===== src/hdl/bus_match_fifo_pkg.sv =====
package bus_match_fifo_pkg;
  localparam int DATA_W = 36;
  localparam int BYTE_W = 9;
  localparam int WORD_W = 18;
  localparam int DEPTH = 8;
  localparam int CNT_W = 4;
  localparam int ADDR_W = 3;
  localparam int REG_W = 32;
  localparam int PIN_W = 2 * DATA_W + 9;
  localparam logic [ADDR_W-1:0] A_AE_OFFSET_ADDR = 3'h0;
  localparam logic [ADDR_W-1:0] B_AE_OFFSET_ADDR = 3'h1;
  localparam logic [ADDR_W-1:0] A_AF_OFFSET_ADDR = 3'h2;
  localparam logic [ADDR_W-1:0] B_AF_OFFSET_ADDR = 3'h3;
  localparam logic [ADDR_W-1:0] STATUS_ADDR = 3'h4;
  localparam logic [CNT_W-1:0] OFFSET_RST = 4'h2;
  localparam logic [2:0] PARTS_LONG = 3'h1;
  localparam logic [2:0] PARTS_WORD = 3'h2;
  localparam logic [2:0] PARTS_BYTE = 3'h4;
endpackage : bus_match_fifo_pkg


===== src/hdl/fifo_store.sv =====
`timescale 1ns/1ns
module fifo_store #(
  parameter int WIDTH = 36,
  parameter int DEPTH = 8,
  parameter int AW = 3
) (
  input wire logic clk,
  input wire logic rst_n,
  input wire logic wr_en,
  input wire logic [AW-1:0] wr_addr,
  input wire logic [WIDTH-1:0] wr_data,
  input wire logic rd_en,
  input wire logic [AW-1:0] rd_addr,
  output logic [WIDTH-1:0] rd_data
);
  logic [WIDTH-1:0] mem [DEPTH];
  logic [WIDTH-1:0] next_rd_data;

  always_comb begin
    next_rd_data = rd_en ? mem[rd_addr] : rd_data;
  end

  always_ff @(posedge clk) begin
    if (wr_en) begin
      mem[wr_addr] <= wr_data;
    end
  end

  always_ff @(posedge clk or negedge rst_n) begin
    if (!rst_n) begin
      rd_data <= '0;
    end else begin
      rd_data <= next_rd_data;
    end
  end
endmodule : fifo_store


===== src/hdl/gray_fifo.sv =====
`timescale 1ns/1ns
module gray_fifo #(
  parameter int WIDTH = 36,
  parameter int DEPTH = 8
) (
  input wire logic clk,
  input wire logic rst_n,
  input wire logic in_valid,
  output logic in_ready,
  input wire logic [WIDTH-1:0] in_data,
  output logic out_valid,
  input wire logic out_ready,
  output logic [WIDTH-1:0] out_data,
  input wire logic [$clog2(DEPTH):0] af_offset,
  input wire logic [$clog2(DEPTH):0] ae_offset,
  output logic wr_almost_full_n,
  output logic rd_almost_empty_n,
  output logic [$clog2(DEPTH):0] rd_count
);
  localparam int AW = $clog2(DEPTH);
  localparam int PW = AW + 1;
  localparam logic [PW-1:0] DEPTH_P = PW'(DEPTH);

  function automatic logic [PW-1:0] gray_to_bin(input logic [PW-1:0] g);
    logic [PW-1:0] b;
    b = g;
    for (int i = PW - 2; i >= 0; i--) begin
      b[i] = g[i] ^ b[i + 1];
    end
    return b;
  endfunction : gray_to_bin

  logic [PW-1:0] wbin, wgray, rbin, rgray, ws1, ws2, rs1, rs2;
  logic [PW-1:0] next_wbin, next_rbin, ws_bin, rs_bin, wr_count;
  logic next_out_valid, next_af_n, next_ae_n, push, fetch;

  always_comb begin
    ws_bin = gray_to_bin(ws2);
    rs_bin = gray_to_bin(rs2);
    wr_count = wbin - rs_bin;
    rd_count = ws_bin - rbin + PW'(out_valid);
    in_ready = wr_count != DEPTH_P;
    push = in_valid && in_ready;
    fetch = (ws_bin != rbin) && (!out_valid || out_ready);
    next_wbin = push ? wbin + 1'b1 : wbin;
    next_rbin = fetch ? rbin + 1'b1 : rbin;
    next_out_valid = fetch || (out_valid && !out_ready);
    next_af_n = !((DEPTH_P - wr_count) <= af_offset);
    next_ae_n = !(rd_count <= ae_offset);
  end

  // Gray pointers cross through two stages so a count never sees a torn value
  always_ff @(posedge clk or negedge rst_n) begin
    if (!rst_n) begin
      wbin <= '0;
      wgray <= '0;
      rbin <= '0;
      rgray <= '0;
      ws1 <= '0;
      ws2 <= '0;
      rs1 <= '0;
      rs2 <= '0;
      out_valid <= 1'b0;
      wr_almost_full_n <= 1'b0;
      rd_almost_empty_n <= 1'b0;
    end else begin
      wbin <= next_wbin;
      wgray <= next_wbin ^ (next_wbin >> 1);
      rbin <= next_rbin;
      rgray <= next_rbin ^ (next_rbin >> 1);
      ws1 <= wgray;
      ws2 <= ws1;
      rs1 <= rgray;
      rs2 <= rs1;
      out_valid <= next_out_valid;
      wr_almost_full_n <= next_af_n;
      rd_almost_empty_n <= next_ae_n;
    end
  end

  fifo_store #(.WIDTH(WIDTH), .DEPTH(DEPTH), .AW(AW)) store (
    .clk(clk),
    .rst_n(rst_n),
    .wr_en(push),
    .wr_addr(wbin[AW-1:0]),
    .wr_data(in_data),
    .rd_en(fetch),
    .rd_addr(rbin[AW-1:0]),
    .rd_data(out_data)
  );
endmodule : gray_fifo


===== src/hdl/bidir_match_fifo.sv =====
// What this block does
// Each side has a 36-bit two-way data bus, driven on reads, sampled on writes.
// A almost-empty low when B-to-A word count is at or below its offset.
// B almost-empty low when A-to-B word count is at or below its offset.
// A almost-full low when A-to-B free space is at or below its offset.
// B almost-full low when B-to-A free space is at or below its offset.
// Select high at reset latches big-endian: most significant part first on B.
// Select low at reset latches little-endian: least significant part first on B.
// After reset the select chooses timing: high standard, low fall-through.
// The controller keeps the timing select static once chosen.
// Bus-match high gives byte or word B width by size select; low long word.
// The system keeps bus-match static during operation.
// A clock runs continuously and may equal the B clock.
// All A-side flags update only on the rising clock edge.
// An A transfer needs the port enable high at the clock edge.
// An A transfer needs chip select low; A bus released while it is high.
// Full flags sync to writer clock, empty flags to reader clock, two stages.
// Fill levels come from gray pointers crossed between domains, never torn.
//
// Implementation choices: the register addresses and the address-and-strobe port.
`timescale 1ns/1ns
module bidir_match_fifo (
  input wire logic clk,
  input wire logic rst_n,
  input wire logic [35:0] side_a_data_bus_in,
  output logic [35:0] side_a_data_bus_out,
  output logic side_a_data_bus_oe,
  input wire logic side_a_chip_select_n,
  input wire logic side_a_port_enable,
  input wire logic side_a_write_select,
  input wire logic [35:0] side_b_data_bus_in,
  output logic [35:0] side_b_data_bus_out,
  output logic side_b_data_bus_oe,
  input wire logic side_b_chip_select_n,
  input wire logic side_b_port_enable,
  input wire logic side_b_write_select,
  input wire logic endian_timing_select,
  input wire logic b_bus_match_select,
  input wire logic b_size_select,
  output logic side_a_full_input_ready,
  output logic side_a_empty_output_ready,
  output logic side_a_almost_full_flag,
  output logic side_a_almost_empty_flag,
  output logic side_b_full_input_ready,
  output logic side_b_empty_output_ready,
  output logic side_b_almost_full_flag,
  output logic side_b_almost_empty_flag,
  input wire logic [2:0] reg_addr,
  input wire logic [31:0] reg_wdata,
  input wire logic reg_write,
  input wire logic reg_read,
  output logic [31:0] reg_rdata
);
  localparam int DW = bus_match_fifo_pkg::DATA_W;
  localparam int CW = bus_match_fifo_pkg::CNT_W;

  function automatic logic [35:0] get_part(input logic [35:0] w, input logic [1:0] idx,
                                           input logic [2:0] n, input logic big);
    logic [1:0] sel;
    sel = big ? 2'(n - 3'h1) - idx : idx;
    case (n)
      bus_match_fifo_pkg::PARTS_BYTE: get_part = 36'(w[sel * 9 +: 9]);
      bus_match_fifo_pkg::PARTS_WORD: get_part = 36'(w[sel[0] * 18 +: 18]);
      default: get_part = w;
    endcase
  endfunction : get_part

  function automatic logic [35:0] put_part(input logic [35:0] w, input logic [35:0] d,
                                           input logic [1:0] idx, input logic [2:0] n, input logic big);
    logic [1:0] sel;
    sel = big ? 2'(n - 3'h1) - idx : idx;
    put_part = w;
    case (n)
      bus_match_fifo_pkg::PARTS_BYTE: put_part[sel * 9 +: 9] = d[8:0];
      bus_match_fifo_pkg::PARTS_WORD: put_part[sel[0] * 18 +: 18] = d[17:0];
      default: put_part = d;
    endcase
  endfunction : put_part

  // Every A, B and select pin passes two flops; data and strobes share the delay so stay aligned
  logic [bus_match_fifo_pkg::PIN_W-1:0] pin_raw, pin_s1, pin_s2;
  logic [35:0] a_din, b_din;
  logic a_cs_n, a_en, a_wr, b_cs_n, b_en, b_wr, ets, bm, bsize;

  assign pin_raw = {side_a_data_bus_in, side_a_chip_select_n, side_a_port_enable, side_a_write_select,
                    side_b_data_bus_in, side_b_chip_select_n, side_b_port_enable, side_b_write_select,
                    endian_timing_select, b_bus_match_select, b_size_select};
  assign {a_din, a_cs_n, a_en, a_wr, b_din, b_cs_n, b_en, b_wr, ets, bm, bsize} = pin_s2;

  // No reset here: the select pin must already be through the sync at the first edge after reset
  // Outputs are held in reset meanwhile, so pin values seen during reset do no harm
  always_ff @(posedge clk) begin
    pin_s1 <= pin_raw;
    pin_s2 <= pin_s1;
  end

  // Endian order caught on the first edge after reset release; timing and width follow the live pins
  // Endian order is the synchronised select as it stood while reset was held
  logic configured, big_endian, fall_through_timing, next_configured, next_big_endian;
  logic [2:0] n_parts;

  always_comb begin
    next_configured = 1'b1;
    next_big_endian = configured ? big_endian : ets;
    fall_through_timing = configured && !ets;
    n_parts = !bm ? bus_match_fifo_pkg::PARTS_LONG :
              (bsize ? bus_match_fifo_pkg::PARTS_BYTE : bus_match_fifo_pkg::PARTS_WORD);
  end

  always_ff @(posedge clk or negedge rst_n) begin
    if (!rst_n) begin
      configured <= 1'b0;
      big_endian <= 1'b0;
    end else begin
      configured <= next_configured;
      big_endian <= next_big_endian;
    end
  end

  // Offset registers steer the almost flags; status shows live state
  logic [CW-1:0] a_almost_empty_offset, b_almost_empty_offset, a_almost_full_offset, b_almost_full_offset;
  logic [CW-1:0] next_a_ae, next_b_ae, next_a_af, next_b_af, ab_rd_count, ba_rd_count;
  logic [31:0] next_reg_rdata;

  always_comb begin
    next_a_ae = a_almost_empty_offset;
    next_b_ae = b_almost_empty_offset;
    next_a_af = a_almost_full_offset;
    next_b_af = b_almost_full_offset;
    if (reg_write) begin
      case (reg_addr)
        bus_match_fifo_pkg::A_AE_OFFSET_ADDR: next_a_ae = reg_wdata[CW-1:0];
        bus_match_fifo_pkg::B_AE_OFFSET_ADDR: next_b_ae = reg_wdata[CW-1:0];
        bus_match_fifo_pkg::A_AF_OFFSET_ADDR: next_a_af = reg_wdata[CW-1:0];
        bus_match_fifo_pkg::B_AF_OFFSET_ADDR: next_b_af = reg_wdata[CW-1:0];
        default: next_a_ae = a_almost_empty_offset;
      endcase
    end
    next_reg_rdata = 32'h0;
    if (reg_read) begin
      case (reg_addr)
        bus_match_fifo_pkg::A_AE_OFFSET_ADDR: next_reg_rdata = 32'(a_almost_empty_offset);
        bus_match_fifo_pkg::B_AE_OFFSET_ADDR: next_reg_rdata = 32'(b_almost_empty_offset);
        bus_match_fifo_pkg::A_AF_OFFSET_ADDR: next_reg_rdata = 32'(a_almost_full_offset);
        bus_match_fifo_pkg::B_AF_OFFSET_ADDR: next_reg_rdata = 32'(b_almost_full_offset);
        bus_match_fifo_pkg::STATUS_ADDR: next_reg_rdata = {20'h0, ba_rd_count, ab_rd_count, 2'h0, fall_through_timing, big_endian};
        default: next_reg_rdata = 32'h0;
      endcase
    end
  end

  always_ff @(posedge clk or negedge rst_n) begin
    if (!rst_n) begin
      a_almost_empty_offset <= bus_match_fifo_pkg::OFFSET_RST;
      b_almost_empty_offset <= bus_match_fifo_pkg::OFFSET_RST;
      a_almost_full_offset <= bus_match_fifo_pkg::OFFSET_RST;
      b_almost_full_offset <= bus_match_fifo_pkg::OFFSET_RST;
      reg_rdata <= 32'h0;
    end else begin
      a_almost_empty_offset <= next_a_ae;
      b_almost_empty_offset <= next_b_ae;
      a_almost_full_offset <= next_a_af;
      b_almost_full_offset <= next_b_af;
      reg_rdata <= next_reg_rdata;
    end
  end

  // The two buffers
  logic ab_in_valid, ab_in_ready, ab_out_valid, ab_out_ready, ba_in_valid, ba_in_ready, ba_out_valid, ba_out_ready;
  logic [DW-1:0] ab_out_data, ba_in_data, ba_out_data;

  gray_fifo #(.WIDTH(DW), .DEPTH(bus_match_fifo_pkg::DEPTH)) a_to_b_buffer (
    .clk(clk),
    .rst_n(rst_n),
    .in_valid(ab_in_valid),
    .in_ready(ab_in_ready),
    .in_data(a_din),
    .out_valid(ab_out_valid),
    .out_ready(ab_out_ready),
    .out_data(ab_out_data),
    .af_offset(a_almost_full_offset),
    .ae_offset(b_almost_empty_offset),
    .wr_almost_full_n(side_a_almost_full_flag),
    .rd_almost_empty_n(side_b_almost_empty_flag),
    .rd_count(ab_rd_count)
  );

  gray_fifo #(.WIDTH(DW), .DEPTH(bus_match_fifo_pkg::DEPTH)) b_to_a_buffer (
    .clk(clk),
    .rst_n(rst_n),
    .in_valid(ba_in_valid),
    .in_ready(ba_in_ready),
    .in_data(ba_in_data),
    .out_valid(ba_out_valid),
    .out_ready(ba_out_ready),
    .out_data(ba_out_data),
    .af_offset(b_almost_full_offset),
    .ae_offset(a_almost_empty_offset),
    .wr_almost_full_n(side_b_almost_full_flag),
    .rd_almost_empty_n(side_a_almost_empty_flag),
    .rd_count(ba_rd_count)
  );

  // Side A: long-word port; flags are flops or fifo flops, all on the rising edge
  logic a_access, a_hold, next_a_hold, next_a_oe;
  logic [35:0] next_a_out;

  always_comb begin
    a_access = configured && a_en && !a_cs_n;
    ab_in_valid = a_access && a_wr;
    next_a_oe = !a_cs_n && !a_wr;
    next_a_out = side_a_data_bus_out;
    next_a_hold = a_hold;
    if (fall_through_timing) begin
      ba_out_ready = ba_out_valid && (!a_hold || (a_access && !a_wr));
      if (ba_out_ready) begin
        next_a_hold = 1'b1;
      end else if (a_access && !a_wr) begin
        next_a_hold = 1'b0;
      end
    end else begin
      ba_out_ready = ba_out_valid && a_access && !a_wr;
      next_a_hold = 1'b0;
    end
    if (ba_out_ready) begin
      next_a_out = ba_out_data;
    end
    side_a_full_input_ready = ab_in_ready;
    side_a_empty_output_ready = fall_through_timing ? a_hold : ba_out_valid;
  end

  always_ff @(posedge clk or negedge rst_n) begin
    if (!rst_n) begin
      side_a_data_bus_out <= 36'h0;
      side_a_data_bus_oe <= 1'b0;
      a_hold <= 1'b0;
    end else begin
      side_a_data_bus_out <= next_a_out;
      side_a_data_bus_oe <= next_a_oe;
      a_hold <= next_a_hold;
    end
  end

  // Side B: parts of a long word split and assembled in the latched order
  logic b_access, b_rd, b_wr_go, b_hold, next_b_hold, next_b_oe, b_rlast, b_wlast;
  logic [1:0] b_rpart, b_wpart, next_b_rpart, next_b_wpart;
  logic [35:0] b_word, b_asm, next_b_out, next_b_word, next_b_asm;

  always_comb begin
    b_access = configured && b_en && !b_cs_n;
    b_rd = b_access && !b_wr;
    b_rlast = 3'(b_rpart) == n_parts - 3'h1;
    b_wlast = 3'(b_wpart) == n_parts - 3'h1;
    next_b_oe = !b_cs_n && !b_wr;
    next_b_out = side_b_data_bus_out;
    next_b_word = b_word;
    next_b_hold = b_hold;
    next_b_rpart = b_rpart;
    ab_out_ready = 1'b0;
    if (b_rd && b_hold && !(fall_through_timing && b_rlast)) begin
      next_b_out = get_part(b_word, fall_through_timing ? b_rpart + 2'h1 : b_rpart, n_parts, big_endian);
      next_b_rpart = b_rlast ? 2'h0 : b_rpart + 2'h1;
      next_b_hold = !b_rlast;
    end else if ((b_rd || (fall_through_timing && !b_hold)) || (fall_through_timing && b_rd && b_rlast)) begin
      next_b_hold = 1'b0;
      next_b_rpart = 2'h0;
      if (ab_out_valid) begin
        ab_out_ready = 1'b1;
        next_b_word = ab_out_data;
        next_b_out = get_part(ab_out_data, 2'h0, n_parts, big_endian);
        next_b_hold = fall_through_timing || (n_parts != bus_match_fifo_pkg::PARTS_LONG);
        next_b_rpart = (fall_through_timing || n_parts == bus_match_fifo_pkg::PARTS_LONG) ? 2'h0 : 2'h1;
      end
    end
    b_wr_go = b_access && b_wr && (!b_wlast || ba_in_ready);
    next_b_asm = b_wr_go ? put_part(b_asm, b_din, b_wpart, n_parts, big_endian) : b_asm;
    next_b_wpart = b_wr_go ? (b_wlast ? 2'h0 : b_wpart + 2'h1) : b_wpart;
    ba_in_valid = b_wr_go && b_wlast;
    ba_in_data = put_part(b_asm, b_din, b_wpart, n_parts, big_endian);
    side_b_full_input_ready = ba_in_ready;
    side_b_empty_output_ready = fall_through_timing ? b_hold : (b_hold || ab_out_valid);
  end

  always_ff @(posedge clk or negedge rst_n) begin
    if (!rst_n) begin
      side_b_data_bus_out <= 36'h0;
      side_b_data_bus_oe <= 1'b0;
      b_hold <= 1'b0;
      b_rpart <= 2'h0;
      b_wpart <= 2'h0;
      b_word <= 36'h0;
      b_asm <= 36'h0;
    end else begin
      side_b_data_bus_out <= next_b_out;
      side_b_data_bus_oe <= next_b_oe;
      b_hold <= next_b_hold;
      b_rpart <= next_b_rpart;
      b_wpart <= next_b_wpart;
      b_word <= next_b_word;
      b_asm <= next_b_asm;
    end
  end
endmodule : bidir_match_fifo


===== config.mk =====
export PLATFORM = sky130hd
export DESIGN_NAME = bidir_match_fifo
export DESIGN_NICKNAME = d
export VERILOG_FILES = /design/src/hdl/bus_match_fifo_pkg.sv /design/src/hdl/fifo_store.sv /design/src/hdl/gray_fifo.sv /design/src/hdl/bidir_match_fifo.sv
export SDC_FILE = /design/constraint.sdc
export NUM_CORES = 1
export LEC_CHECK = 0
export BUFFER_PORTS_ARGS = -buffer_cell sky130_fd_sc_hd__buf_2
export CAP_MARGIN = 10
export CORE_AREA = 2 2 320 322
export CTS_CLUSTER_SIZE = 25
export DETAILED_ROUTE_END_ITERATION = 10
export DIE_AREA = 0 0 322 324
export SLEW_MARGIN = 20
export SYNTH_ARGS = -nofsm -noshare
export SYNTH_HDL_FRONTEND = slang
export SYNTH_SLANG_ARGS = --single-unit

===== constraint.sdc =====
create_clock -name clk -period 7.1 [get_ports clk]
set_input_delay 0.71 -clock clk [delete_from_list [all_inputs] [get_ports clk]]
set_output_delay 0.71 -clock clk [all_outputs]
set_load 0.02 [all_outputs]

=== After elaboration in Yosys (flattened, before gate mapping) ===
Memories as Yosys holds them, arrays and structs flattened. A register that Yosys moved wholly into a read port is not among the register bits.
Index checks and enable logic that the tools add are counted.

* Word-level logic and storage cells: 222
* Input port bits: 120
* Bits in writable memories: 576
* Bits in registers: 434
* Output and inout port bits: 114
* Memories kept: 2

{| class="wikitable"
|+ Memory list
! memory !! depth !! width !! read ports !! clocked after Yosys merged registers in !! wr ports !! line !! RTL
|-
| a_to_b_buffer.store.mem || 8 || 36 || 1 || 1 || 1 || fifo_store.sv:16 || <nowiki>logic [WIDTH-1:0] mem [DEPTH];</nowiki>
|-
| b_to_a_buffer.store.mem || 8 || 36 || 1 || 1 || 1 || fifo_store.sv:16 ||
|}

* Shift-type cells: 8
* Muxes and demuxes: 42
* $add $sub $neg: 19
* $mul: 6
* Bitwise logic cells: 17
* Reduce and logical (&&, ||, !) cells: 68
* Equality and inequality tests: 15
* Magnitude comparators: 4

{| class="wikitable"
|+ Operators with widths
! operator !! count
|-
| $pmux W36 S2 || 3
|-
| $mux W36 || 3
|-
| $bwmux W36 || 2
|-
| $shiftx A36 B7 Y18 || 2
|-
| $shiftx A36 B7 Y9 || 2
|-
| $neg A6 Y34 || 2
|-
| $pmux W12 S5 || 1
|-
| $shift A18 B34 Y36 const A || 1
|-
| $shift A9 B34 Y36 const A || 1
|-
| $shiftx A18 B34 Y36 || 1
|-
| $shiftx A9 B34 Y36 || 1
|-
| $logic_and A1 B1 Y1 || 28
|-
| $logic_not A1 Y1 || 20
|-
| $mul A2 B4 Y6 const B || 3
|-
| $mux W1 || 18
|-
| $add A4 B1 Y4 const B || 4
|-
| $le A4 B4 Y1 || 4
|-
| $mux W2 || 8
|-
| $mux W4 || 4
|-
| $sub A4 B4 Y4 || 4
|-
| $xor A4 B3 Y4 || 4
|-
| $mul A1 B4 Y5 const B || 3
|-
| $mux W12 || 1
|-
| $xor A1 B1 Y1 || 12
|-
| other kinds (19) || 47
|}

=== Logic depth before layout (Yosys ltp) ===
Gate-level depths: netlist (run 1).

* Word-level depth: 12
* Gate-level depth with buffers: 14
* Depth with buffers taken out: 13

=== Hierarchy ===
Synthesis (run 1) repeated with hierarchy kept, for this count alone.

* Cell total of the unflattened synthesis: 2869
* Area total of the unflattened synthesis: 41957.7 µm²

{| class="wikitable"
|+ Modules (own cells, without submodules)
! module !! times used !! cells an instance !! area each (µm²)
|-
| fifo_store || 2 || 711 || 12614.6
|-
| bidir_match_fifo || 1 || 1153 || 13296.5
|-
| gray_fifo at a_to_b_buffer || 1 || 148 || 1716.6
|-
| gray_fifo at b_to_a_buffer || 1 || 146 || 1715.4
|}

=== Worst setup path after synthesis (run 1) ===
Ideal clock, no wire load.

* Path type: reg-to-reg
* Start point: register a_to_b_buffer.rs2[3]
* End point: memory a_to_b_buffer.store.mem[1][0], enable pin
* Cell stages (with the launch flop): 11
* Path buffers: 0
* Setup slack: 0.676 ns
* Arrival time: 5.905 ns
* Setup time: 0.519 ns
* Path through: dfrtp_1 > xnor2_1 > xor2_1 > xnor2_1 > ha_1 > fa_1 > ha_1 > nand3_1 > a21oi_1 > or3_1 > nor4_1

* Cells in the longest elaborated chain, start to end: 8

{| class="wikitable"
|+ Ends and longest elaborated chain
! what !! line !! RTL
|-
| start, declared || gray_fifo.sv:33 || <nowiki>logic [PW-1:0] wbin, wgray, rbin, rgray, ws1, ws2, rs1, rs2;</nowiki>
|-
| start signal, assigned || gray_fifo.sv:74 || <nowiki>rs2 <= rs1;</nowiki>
|-
| $xor A1 B1 Y1 (3 in a row) || gray_fifo.sv:28 || <nowiki>b[i] = g[i] ^ b[i + 1];</nowiki>
|-
| $sub A4 B4 Y4 * || gray_fifo.sv:40 || <nowiki>wr_count = wbin - rs_bin;</nowiki>
|-
| $ne A4 B4 Y1 * || gray_fifo.sv:42 || <nowiki>in_ready = wr_count != DEPTH_P;</nowiki>
|-
| $logic_and A1 B1 Y1 * || gray_fifo.sv:43 || <nowiki>push = in_valid && in_ready;</nowiki>
|-
| $mux W1 * || fifo_store.sv:24 || <nowiki>if (wr_en) begin</nowiki>
|-
| $mux W1 (implied by the code) * || fifo_store.sv:25 || <nowiki>mem[wr_addr] <= wr_data;</nowiki>
|-
| end, declared || fifo_store.sv:16 ||
|}

Mark *: on every way between the ends. The rest lies on a longest branch, timed or not.

=== Final worst setup path (run 1) ===
* Start point: register a_to_b_buffer.rs2[3]
* End point: output port side_a_full_input_ready

* Cells in the longest elaborated chain, start to end: 5

{| class="wikitable"
|+ Ends and longest elaborated chain
! what !! line !! RTL
|-
| $xor A1 B1 Y1 (3 in a row) || gray_fifo.sv:28 ||
|-
| $sub A4 B4 Y4 * || gray_fifo.sv:40 ||
|-
| $ne A4 B4 Y1 * || gray_fifo.sv:42 ||
|-
| end, declared || bidir_match_fifo.sv:40 || <nowiki>output logic side_a_full_input_ready,</nowiki>
|}

Marked as above.

==> reports/qor.yml, run 1 <==
outcome:
  status: "finished, final reports clean"
drt:
  postRouteAntennaNets: 0
  routed_wl_microns: 93100
  via_count: 21740
  wl_per_cell_microns: 22.8
  drt_iter0_drc: 1678
  viasPerCell: 5.33
  drc: 0
  dr.pass1.iters: 5
grt:
  grt_use_met2_pct: 31.2
  grtUsageMet1_pct: 22.7
  grt_pass1_vias: 22700
  grt_max_degree: 132
  grt_pass1_wl_microns: 140000
  overflow: 0
  antenna_found_initial: 6
  grt_use_met3_pct: 3.25
  grt-busiest-layer: "met2"
  grt_use_total_pct: 18.0
sta:
  rsz0062_at_grt: "false"
  setup_viol: 0
  worst_pin_slew_ns: 1.17
  fin_skew_ns: 0.0422
  min_period_ns: 4.22
  hold_viol: 0
  fin_setup_tns_ns: 0
  maxSlewViolCount: 0
  slew_headroom_pct: 22.0
  fmax_ghz: 0.237
  post-route-period-util_pct: 59.4
placement:
  numPortBuffers: 185
  place_area_sq_mm: 0.0425
  gp_congestion: 0.828
  dp_hpwl_microns: 54900
critical_path:
  crit_arrival_ns: 3.51
  endpoint: "side_a_full_input_ready"
  reg2regPathDepth: 12
  crit_start: "a_to_b_buffer.rs2[3]$_DFF_PN0_"
  worstPathMaxFanout: 5
  cp-start-kind: "flip-flop"
  crit_slowest_cell: "nor4b_2"
  required_ns: 6.39
  slowest_delay_ns: 0.45
  critPathKind: "flip-flop to output port"
  ff2ff_setup_slack_ns: 2.98
  r2r_end: "a_to_b_buffer.store.mem[5][14]$_DFFE_PP_"
  cp-end-kind: "output port"
  path_cells: "xnor2_1, xor2_1, xnor2_1, ha_1, fa_1, xor2_1, nand2_1, nor4b_2, nor2_1, buf_2"
  r2r_start: "a_to_b_buffer.rs2[3]$_DFF_PN0_"
flow_run:
  cap_viol_max_count: 0
synth:
  synth.yosys.seq_area_share_pct: 71.1
  yosysWarnings: 0
  yosysMostFrequentCell: "edfxtp_1"
  synth_area_leaders: "edfxtp_1 (43%), dfrtp_1 (20%), mux4_2 (8.2%)"
  synth_edf_count: 576
  synth.largest_area_cell: "edfxtp_1"
  synthCells: 2458
  synth_top_area_share_pct: 43.1
  yosys_register_bits: 1058
  yosysUniqueCellTypes: 79
  syn_area_sq_mm: 0.0401
  synth.avg_cell_area_sq_um: 16.3
  synth-async-reset-ratio_pct: 30.2
  synthFlopType: "edfxtp_1"
  synthTopCellsByCount: "edfxtp_1 (576), dfrtp_1 (316), nand2_1 (227)"
clock_network:
  clk_latency_ns: 0.70
  ctsRootBufferMaster: "clkbuf_16"
  tritoncts: "done"
  post_cts_buffers: 0
  cts_sinks: 1058
  h-tree-depth: 3
  cts_buffers: 108
  clkSlewWorstSetupHoldPaths_ns: 0.06
  clk_path_buf_depth: 3
floorplanning:
  coreArea_sq_mm: 0.101
  rows: 117
  die_x_microns: 322
  die_h_microns: 324
  ioPinCount: 234
  die-area_sq_mm: 0.104
  start_util_pct: 39.7
final_layout:
  regArea_sq_mm: 0.0286
  num-fill-cells: 8721
  fin_util_pct: 45.8
  drive_above_1_share_pct: 25.5
  multi_input_area_sq_mm: 0.0109
  syn_to_final_growth_pct: 15.1
  nets: 2845
  design_area_sq_mm: 0.0462
min_path:
  hold_class: "input pin to flip-flop"
power_and_ir_drop:
  pwr_density_cell_mw_per_mm2: 427
  power_mw: 19.8
  peakVddDrop_uv: 314
  leakage_nw: 17.3
## repair_timing
item	CTS	global route
hold buffers	1	0
hold endpoints to repair	1	0
gates resized for setup	0	0
## report_power, final
| group | internal (mW) | total (mW) | switching [mW] |
|---|---|---|---|
| Combinational | 2.52 | 5.55 | 3.03 |
| Clock | 3.37 | 5.75 | 2.38 |
| Sequential | 7.46 | 8.45 | 0.983 |
## final cells by class
cell class | count | area share [%]
Multi-Input combinational cell | 1234 | 23.6
Clock inverter | 56 | 1.32
Antenna cell | 1 | 0.00541
Tap cell | 1309 | 3.54
Clock buffer | 149 | 6.64
Sequential cell | 1058 | 61.8
Inverter | 43 | 0.349
Timing Repair Buffer | 229 | 2.78
## state kept, by name (all words and copies together) (netlist names), 81 cells and up
signal and flops:
pin_s2 81, a_to_b_buffer.store.mem 288, b_to_a_buffer.store.mem 288, pin_s1 81
## critical path, delay by kind of cell (launching register included)
kind | cells | cell delay, ns
fa+ha+maj | 2 | 0.60
flops | 1 | 0.40
simple gates | 3 | 0.65
buf+inv | 1 | 0.18
xor+xnor | 4 | 1.01
## how the worst min path moves through the flow
| stage | slack [ns] | depth (start not counted) | to | start |
|---|---|---|---|---|
| floorplan | 0.31 | 0 | pin_s2[0]$_DFF_P_ | pin_s1[0]$_DFF_P_ |
| global placement | 0.31 | 0 | pin_s2[69]$_DFF_P_ | pin_s1[69]$_DFF_P_ |
| detailed placement | 0.31 | 0 | pin_s2[33]$_DFF_P_ | pin_s1[33]$_DFF_P_ |
| CTS | 0.05 | 1 | pin_s1[72]$_DFF_P_ | side_a_data_bus_in[27] |
| global route | 0.07 | 1 | pin_s1[13]$_DFF_P_ | side_b_data_bus_in[7] |
| finish | 0.10 | 1 | pin_s1[17]$_DFF_P_ | side_b_data_bus_in[11] |
## layer usage
| metal | up-vias | part of all wire (%) |
|---|---|---|
| met2 | 653 | 51 |
| li1 | 9725 | - |
| met4 | 6 | 2.9 |
| met5 | - | 0.045 |
| met1 | 11185 | 40 |
| met3 | 171 | 6.0 |
## per-stage QoR
step / hold WS [ns] / instances / setup slack [ns]
5_1_grt: 0.0702 / 4078 / 2.61
3_3_place_gp: 0.311 / 3872 / 3.02
6_report: 0.104 / 4079 / 2.88
3_5_place_dp: 0.312 / 3872 / 2.97
4_1_cts: 0.0542 / 4078 / 2.83
2_1_floorplan: 0.310 / 2477 / 0.676
## cell families after synthesis
| kind of cell | synth area share [%] |
|---|---|
| other | 0.0187 |
| AND/OR/NAND/NOR | 4.95 |
| XOR/XNOR | 1.52 |
| buffers and inverters | 2.17 |
| multiplexers | 12.7 |
| adder cells (fa/ha/maj) | 1.66 |
| flip-flops | 71.1 |
| AO/OA/AOI/OAI | 5.89 |
## placed cells by master, fill, tap and decap left out, types with 10 or more instances in the layout
cell type    n
dfxtp_1    160
a31oi_1     75
nand3_1     14
xnor2_1     36
clkbuf_8    16
buf_4       41
mux4_2     147
mux2_2     111
mux2i_1     51
clkinv_2    18
o21ai_0     51
a21oi_1     43
nand2b_1    12
nand2_1    226
o22ai_1     10
a22o_1      27
dfrtp_1    312
a211oi_1    10
edfxtp_1   576
a22oi_1     29
ha_1        47
buf_2      184
inv_1       41
a221o_1     18
clkbuf_16  110
clkbuf_1    20
conb_1      21
o21ai_1     10
o2bb2ai_1   11
xor2_1      22
clkinv_1    14
nor2_1     132
Power figures use the tool's default switching activity.
==> run 2, diff against run 1 <==
==> constraint.sdc (replaced) <==
create_clock -name clk -period 4.3 [get_ports clk]
set_input_delay 0.43 -clock clk [delete_from_list [all_inputs] [get_ports clk]]
set_output_delay 0.43 -clock clk [all_outputs]
set_load 0.02 [all_outputs]
==> reports/qor.yml, run 2 (synthesis results as in run 1) <==
critical_path:
  r2r_end: "a_to_b_buffer.store.mem[6][22]$_DFFE_PP_"  # was a_to_b_buffer.store.mem[5][14]$_DFFE_PP_
  cp-end-kind: "flip-flop"  # was output port
  ff2ff_setup_slack_ns: 0.29  # was 2.98 ns
  worstPathMaxFanout: 36  # was 5
  crit_arrival_ns: 4.36  # was 3.51 ns
  reg2regPathDepth: 12  # unchanged
  r2r_start: "a_to_b_buffer.rs2[3]$_DFF_PN0_"  # unchanged
  required_ns: 4.64  # was 6.39 ns
  cp-start-kind: "flip-flop"  # unchanged
  critPathKind: "flip-flop to flip-flop"  # was flip-flop to output port
placement:
  dpl.cell_count: 3876  # was 3,872
  dp_hpwl_microns: 54800  # was 54,900 microns
  gp_congestion: 0.813  # was 0.828
  numPortBuffers: 185  # unchanged
final_layout:
  nets: 2930  # was 2,845
  layout_commonest_cell: "edfxtp_1"  # unchanged
  num-fill-cells: 8673  # was 8,721
  syn_to_final_growth_pct: 17.9  # was 15.1%
  fin_util_pct: 46.9  # was 45.8%
  mostFrequentLayoutCells: "edfxtp_1 (576), dfrtp_1 (312), nand2_1 (226)"  # unchanged
  drive_above_1_share_pct: 24.6  # was 25.5%
  reg.largest.list: "a_to_b_buffer.store.mem: 288 flops, b_to_a_buffer.store.mem: 288 flops"  # unchanged
  antenna-diode-count: 0  # was 1
  fin_cells: 4161  # was 4,079
clock_network:
  cts_sinks: 1058  # unchanged
  ctsRootBufferMaster: "clkbuf_16"  # unchanged
  clk_latency_ns: 0.69  # was 0.70 ns
  ctsResizeCount: 0  # unchanged
  tritoncts: "done"  # unchanged
  h-tree-depth: 3  # unchanged
  clk_path_buf_depth: 3  # unchanged
  clkSlewWorstSetupHoldPaths_ns: 0.06  # about the same
  cts_buffers: 107  # was 108
power_and_ir_drop:
  pwr_density_cell_mw_per_mm2: 689  # was 427 mW/mm^2
  peakVddDrop_uv: 448  # was 314 uV
  leakage_nw: 17.7  # was 17.3 nW
sta:
  fin_setup_tns_ns: 0  # unchanged
  setup_viol: 0  # unchanged
  post-route-period-util_pct: 93.3
  maxSlewViolCount: 0  # unchanged
  fmax_ghz: 0.249
  min_period_ns: 4.01
  slew_headroom_pct: 24.3  # was 22.0%
  rsz0062_at_grt: "false"  # unchanged
  fin_skew_ns: 0.0256  # was 0.0422 ns
  worst_pin_slew_ns: 1.13  # was 1.17 ns
  hold_viol: 0  # unchanged
floorplanning:
  die-area_sq_mm: 0.104  # unchanged
  die_x_microns: 322  # unchanged
  start_util_pct: 39.7  # unchanged
  ioPinCount: 234  # unchanged
  coreArea_sq_mm: 0.101  # unchanged
  rows: 117  # unchanged
  die_h_microns: 324  # unchanged
min_path:
  min_from: "reg_wdata[3]"  # was side_b_data_bus_in[11]
  hold_path_end: "b_almost_empty_offset[3]$_DFFE_PN0P_"  # was pin_s1[17]$_DFF_P_
  hold_class: "input pin to flip-flop"  # unchanged
  holdPathStages: 3  # was 1
flow_run:
  cap_viol_max_count: 0  # unchanged
outcome:
  status: "finished, final reports clean"  # unchanged
grt:
  overflow: 0  # unchanged
  grt_use_total_pct: 17.9  # was 18.0%
  grt_max_degree: 106  # was 132
  grt_pass1_wl_microns: 141000  # was 140,000 microns
  grt_pass1_vias: 23048  # was 22,700
  antenna_found_initial: 4  # was 6
drt:
  drc: 0  # unchanged
  via_count: 22003  # was 21,740
  postRouteAntennaNets: 0  # unchanged
  viasPerCell: 5.29  # was 5.33
  routed_wl_microns: 91900  # was 93,100 microns
  wl_per_cell_microns: 22.1  # was 22.8 microns
  drt_iter0_drc: 1505  # was 1,678
  dr.pass1.iters: 5  # unchanged
## run 2: final cells by class
cell class	instances	area, sq um	area share (%)
Sequential cell	1058	28600	60.4
Tap cell	1309	1640	3.46
Clock inverter	47	502	1.06
Clock buffer	155	3110	6.58
Inverter	43	161	0.341
Multi-Input combinational cell	1234	11000	23.2
Timing Repair Buffer	315	2370	5.01
## run 2: how the worst max path moves through the flow
| stage | cells after the start | to | slack, ns | startpoint |
|---|---|---|---|---|
| after CTS | 12 | a_to_b_buffer.store.mem[6][5]$_DFFE_PP_ | 0.24 | a_to_b_buffer.rs2[3]$_DFF_PN0_ |
| after floorplan | 10 | b_to_a_buffer.store.mem[4][0]$_DFFE_PP_ | -1.03 | b_to_a_buffer.rs2[3]$_DFF_PN0_ |
| after detailed placement | 12 | a_to_b_buffer.store.mem[4][5]$_DFFE_PP_ | 0.34 | a_to_b_buffer.rs2[3]$_DFF_PN0_ |
| after global placement | 12 | a_to_b_buffer.store.mem[6][22]$_DFFE_PP_ | 0.38 | a_to_b_buffer.rs2[3]$_DFF_PN0_ |
| after global routing | 12 | a_to_b_buffer.store.mem[5][5]$_DFFE_PP_ | 0.005 | a_to_b_buffer.rs2[3]$_DFF_PN0_ |
| final | 12 | a_to_b_buffer.store.mem[6][22]$_DFFE_PP_ | 0.29 | a_to_b_buffer.rs2[3]$_DFF_PN0_ |
## run 2: stage by stage
stage / hold slack [ns] / power [mW] / worst slack, ns / area [sq um]
final: 0.0408 / 32.6 / 0.287 / 47300
after global routing: 0.0125 / 34.5 / 0.00549 / 47300
after CTS: 0.00122 / 33.1 / 0.244 / 47300
after detailed placement: 0.313 / 23.5 / 0.342 / 42900
after global placement: 0.312 / 23.1 / 0.380 / 42900
after floorplan: 0.134 / 20.4 / -1.03 / 40300
## run 2: routing by layer
layer | vias up | track usage [%] | wire, microns
met2 | 532 | 31.6 | 47600
met1 | 11401 | 22.3 | 37400
li1 | 9897 | - | -
met3 | 173 | 3.13 | 4310
met5 | - | 0 | 0
met4 | 0 | 5.66 | 2620
## run 2: worst max-delay path: stages (launching register included)
cell     delay (ns)
dfrtp_1        0.40
xnor2_1        0.27
xor2_1         0.30
xnor2_1        0.16
ha_1           0.22
fa_1           0.45
ha_1           0.24
nand3_1        0.08
a21oi_1        0.09
nor3_2         0.56
nand2_1        0.32
nor3_4         0.24
buf_12         0.29
## run 2: what timing repair did
| item | CTS | global route |
|---|---|---|
| setup buffers | 0 | 0 |
| hold buffers | 83 | 0 |
| endpoints found under the hold margin | 134 | 0 |
## run 2: power breakdown
part | internal (mW) | total, mW | switching [mW]
Clock | 5.53 | 9.42 | 3.90
Sequential | 12.3 | 13.8 | 1.47
Combinational | 4.23 | 9.39 | 5.15
==> run 3, diff against run 2 <==
--- a/config.mk
+++ b/config.mk
@@ -7,10 +7,11 @@
 export LEC_CHECK = 0
 export BUFFER_PORTS_ARGS = -buffer_cell sky130_fd_sc_hd__buf_2
 export CAP_MARGIN = 10
-export CORE_AREA = 2 2 320 322
+export CORE_AREA = 2 2 264 266
 export CTS_CLUSTER_SIZE = 25
 export DETAILED_ROUTE_END_ITERATION = 10
-export DIE_AREA = 0 0 322 324
+export DIE_AREA = 0 0 266 268
+export PLACE_DENSITY = 0.77
 export SLEW_MARGIN = 20
 export SYNTH_ARGS = -nofsm -noshare
 export SYNTH_HDL_FRONTEND = slang
==> reports/qor.yml, run 3 (synthesis results as in run 1) <==
outcome:
  status: "finished, final reports clean"  # unchanged
floorplanning:
  die-area_sq_mm: 0.0713  # was 0.104 sq mm
  coreArea_sq_mm: 0.0682  # was 0.101 sq mm
  rows: 96  # was 117
  start_util_pct: 58.8  # was 39.7%
  die_x_microns: 266  # was 322 microns
  die_h_microns: 268  # was 324 microns
  ioPinCount: 234  # unchanged
drt:
  via_count: 22625  # was 22,003
  wl_per_cell_microns: 24.3  # was 22.1 microns
  postRouteAntennaNets: 0  # unchanged
  drc: 0  # unchanged
  routed_wl_microns: 90300  # was 91,900 microns
  drt_iter0_drc: 2154  # was 1,505
  dr.pass1.iters: 5  # unchanged
  viasPerCell: 6.08  # was 5.29
placement:
  gp_congestion: 0.846  # was 0.813
  dp_hpwl_microns: 52000  # was 54,800 microns
  numPortBuffers: 185  # unchanged
min_path:
  holdPathStages: 2  # was 3
  hold_class: "input pin to flip-flop"  # unchanged
critical_path:
  cp-end-kind: "output port"  # was flip-flop
  cp-start-kind: "flip-flop"  # unchanged
  worstPathMaxFanout: 9  # was 36
  reg2regPathDepth: 12  # unchanged
  crit_arrival_ns: 3.53  # was 4.36 ns
  critPathKind: "flip-flop to output port"  # was flip-flop to flip-flop
  required_ns: 3.87  # was 4.64 ns
grt:
  grt_use_met2_pct: 45.8  # was 31.6%
  grt_max_degree: 112  # was 106
  grt_pass1_vias: 23845  # was 23,048
  antenna_found_initial: 2  # was 4
  grt-busiest-layer: "met2"  # unchanged
  grt_use_met3_pct: 4.20  # was 3.13%
  grt_use_total_pct: 25.9  # was 17.9%
  grt_pass1_wl_microns: 139000  # was 141,000 microns
  overflow: 0  # unchanged
  grtUsageMet1_pct: 32.3  # was 22.3%
clock_network:
  h-tree-depth: 3  # unchanged
  cts_sinks: 1058  # unchanged
  ctsResizeCount: 0  # unchanged
  cts_buffers: 101  # was 107
  clk_path_buf_depth: 3  # unchanged
  clkSlewWorstSetupHoldPaths_ns: 0.06  # about the same
  ctsRootBufferMaster: "clkbuf_16"  # unchanged
  clk_latency_ns: 0.68  # was 0.69 ns
  tritoncts: "done"  # unchanged
sta:
  post-route-period-util_pct: 92.2  # was 93.3%
  fin_skew_ns: 0.0302  # was 0.0256 ns
  rsz0062_at_grt: "false"  # unchanged
  min_period_ns: 3.96  # was 4.01 ns
  slew_headroom_pct: 24.0  # was 24.3%
  hold_viol: 0  # unchanged
  maxSlewViolCount: 0  # unchanged
  setup_viol: 0  # unchanged
  fin_setup_tns_ns: 0  # unchanged
  worst_pin_slew_ns: 1.14  # was 1.13 ns
  fmax_ghz: 0.252  # was 0.249 GHz
final_layout:
  num-fill-cells: 4300  # was 8,673
  mostFrequentLayoutCells: "edfxtp_1 (576), dfrtp_1 (312), nand2_1 (226)"  # unchanged
  nets: 2921  # was 2,930
  drive_above_1_share_pct: 24.6  # about the same
  syn_to_final_growth_pct: 15.9  # was 17.9%
  layout_commonest_cell: "edfxtp_1"  # unchanged
  reg.largest.list: "a_to_b_buffer.store.mem: 288 flops, b_to_a_buffer.store.mem: 288 flops"  # unchanged
power_and_ir_drop:
  pwr_density_cell_mw_per_mm2: 696  # was 689 mW/mm^2
  power_mw: 32.4  # was 32.6 mW
  peakVddDrop_uv: 503  # was 448 uV
  leakage_nw: 17.6  # was 17.7 nW
flow_run:
  cap_viol_max_count: 0  # unchanged
-- run 3: changes by cell type in the layout (fill, tap and decap cells not counted), sizes merged --
| cell | previous run | this run |
|---|---|---|
| bufinv | 8 | 10 |
| inv | 48 | 49 |
| buf | 232 | 229 |
| clkinv | 28 | 33 |
| diode | 0 | 1 |
| clkinvlp | 6 | 7 |
| clkbuf | 155 | 135 |
-- run 3: final timing paths --
check,slack (ns),start,endpoint
hold / removal,0.04,reg_read,reg_rdata[1]$_DFF_PN0_
max in group asynchronous,2.71,rst_n,a_to_b_buffer.store.rd_data[33]$_DFFE_PN0N_
min in group asynchronous,0.44,rst_n,reg_rdata[9]$_DFF_PN0_
hold reg to reg,0.30,pin_s1[7]$_DFF_P_,pin_s2[7]$_DFF_P_
setup reg to reg,0.37,a_to_b_buffer.rs2[3]$_DFF_PN0_,a_to_b_buffer.store.mem[6][14]$_DFFE_PP_
setup / recovery,0.34,a_to_b_buffer.wbin[0]$_DFF_PN0_,side_a_full_input_ready
-- run 3: worst max-delay path: stages (launching register included) --
cell,delay (ns)
dfrtp_1,0.66
inv_1,0.31
ha_1,0.31
fa_1,0.38
xor2_1,0.35
nand2_1,0.14
nor4b_2,0.45
nor2_1,0.09
buf_2,0.18
-- run 3: per-stage QoR --
stage	area, sq um	setup slack, ns	util (%)	cells	hold WS, ns
after floorplan	40300	-1.03	-	2477	0.134
after global placement	42300	0.435	62.0	3446	0.311
after detailed placement	42300	0.400	62.0	3446	0.312
after CTS	46500	0.334	68.2	3720	0.000968
after global routing	46500	0.0958	68.2	3720	0.0334
final	46500	0.337	68.2	3721	0.0367
-- run 3: cell type report --
| class | instances | area, sq um | share of cell area, % |
|---|---|---|---|
| antenna | 1 | 2.50 | 0.00538 |
| inverter | 43 | 161 | 0.347 |
| sequential | 1058 | 28600 | 61.4 |
| multi-input combinational | 1234 | 11000 | 23.6 |
| clock inverter | 56 | 643 | 1.38 |
| clock buffer | 135 | 2790 | 5.99 |
| timing repair buffer | 312 | 2310 | 4.96 |
| tap | 882 | 1100 | 2.37 |
-- run 3: routing by layer --
| metal | vias up | share of wire [%] | routed length [microns] |
|---|---|---|---|
| met3 | 198 | 6.6 | 5940 |
| met1 | 11678 | 37 | 33800 |
| met2 | 886 | 52 | 47400 |
| met4 | 2 | 3.6 | 3250 |
| met5 | - | 0.014 | 13 |
| li1 | 9861 | - | - |
-- run 3: what timing repair did --
action / 4_1_cts / 5_1_grt
hold buffers: 83 / 0
hold endpoints to repair: 186 / 0
setup buffers: 0 / 0
-- run 3: power breakdown --
| group | internal [mW] | switching [mW] |
|---|---|---|
| combinational | 4.26 | 5.21 |
| sequential | 12.3 | 1.52 |
| clock | 5.21 | 3.86 |
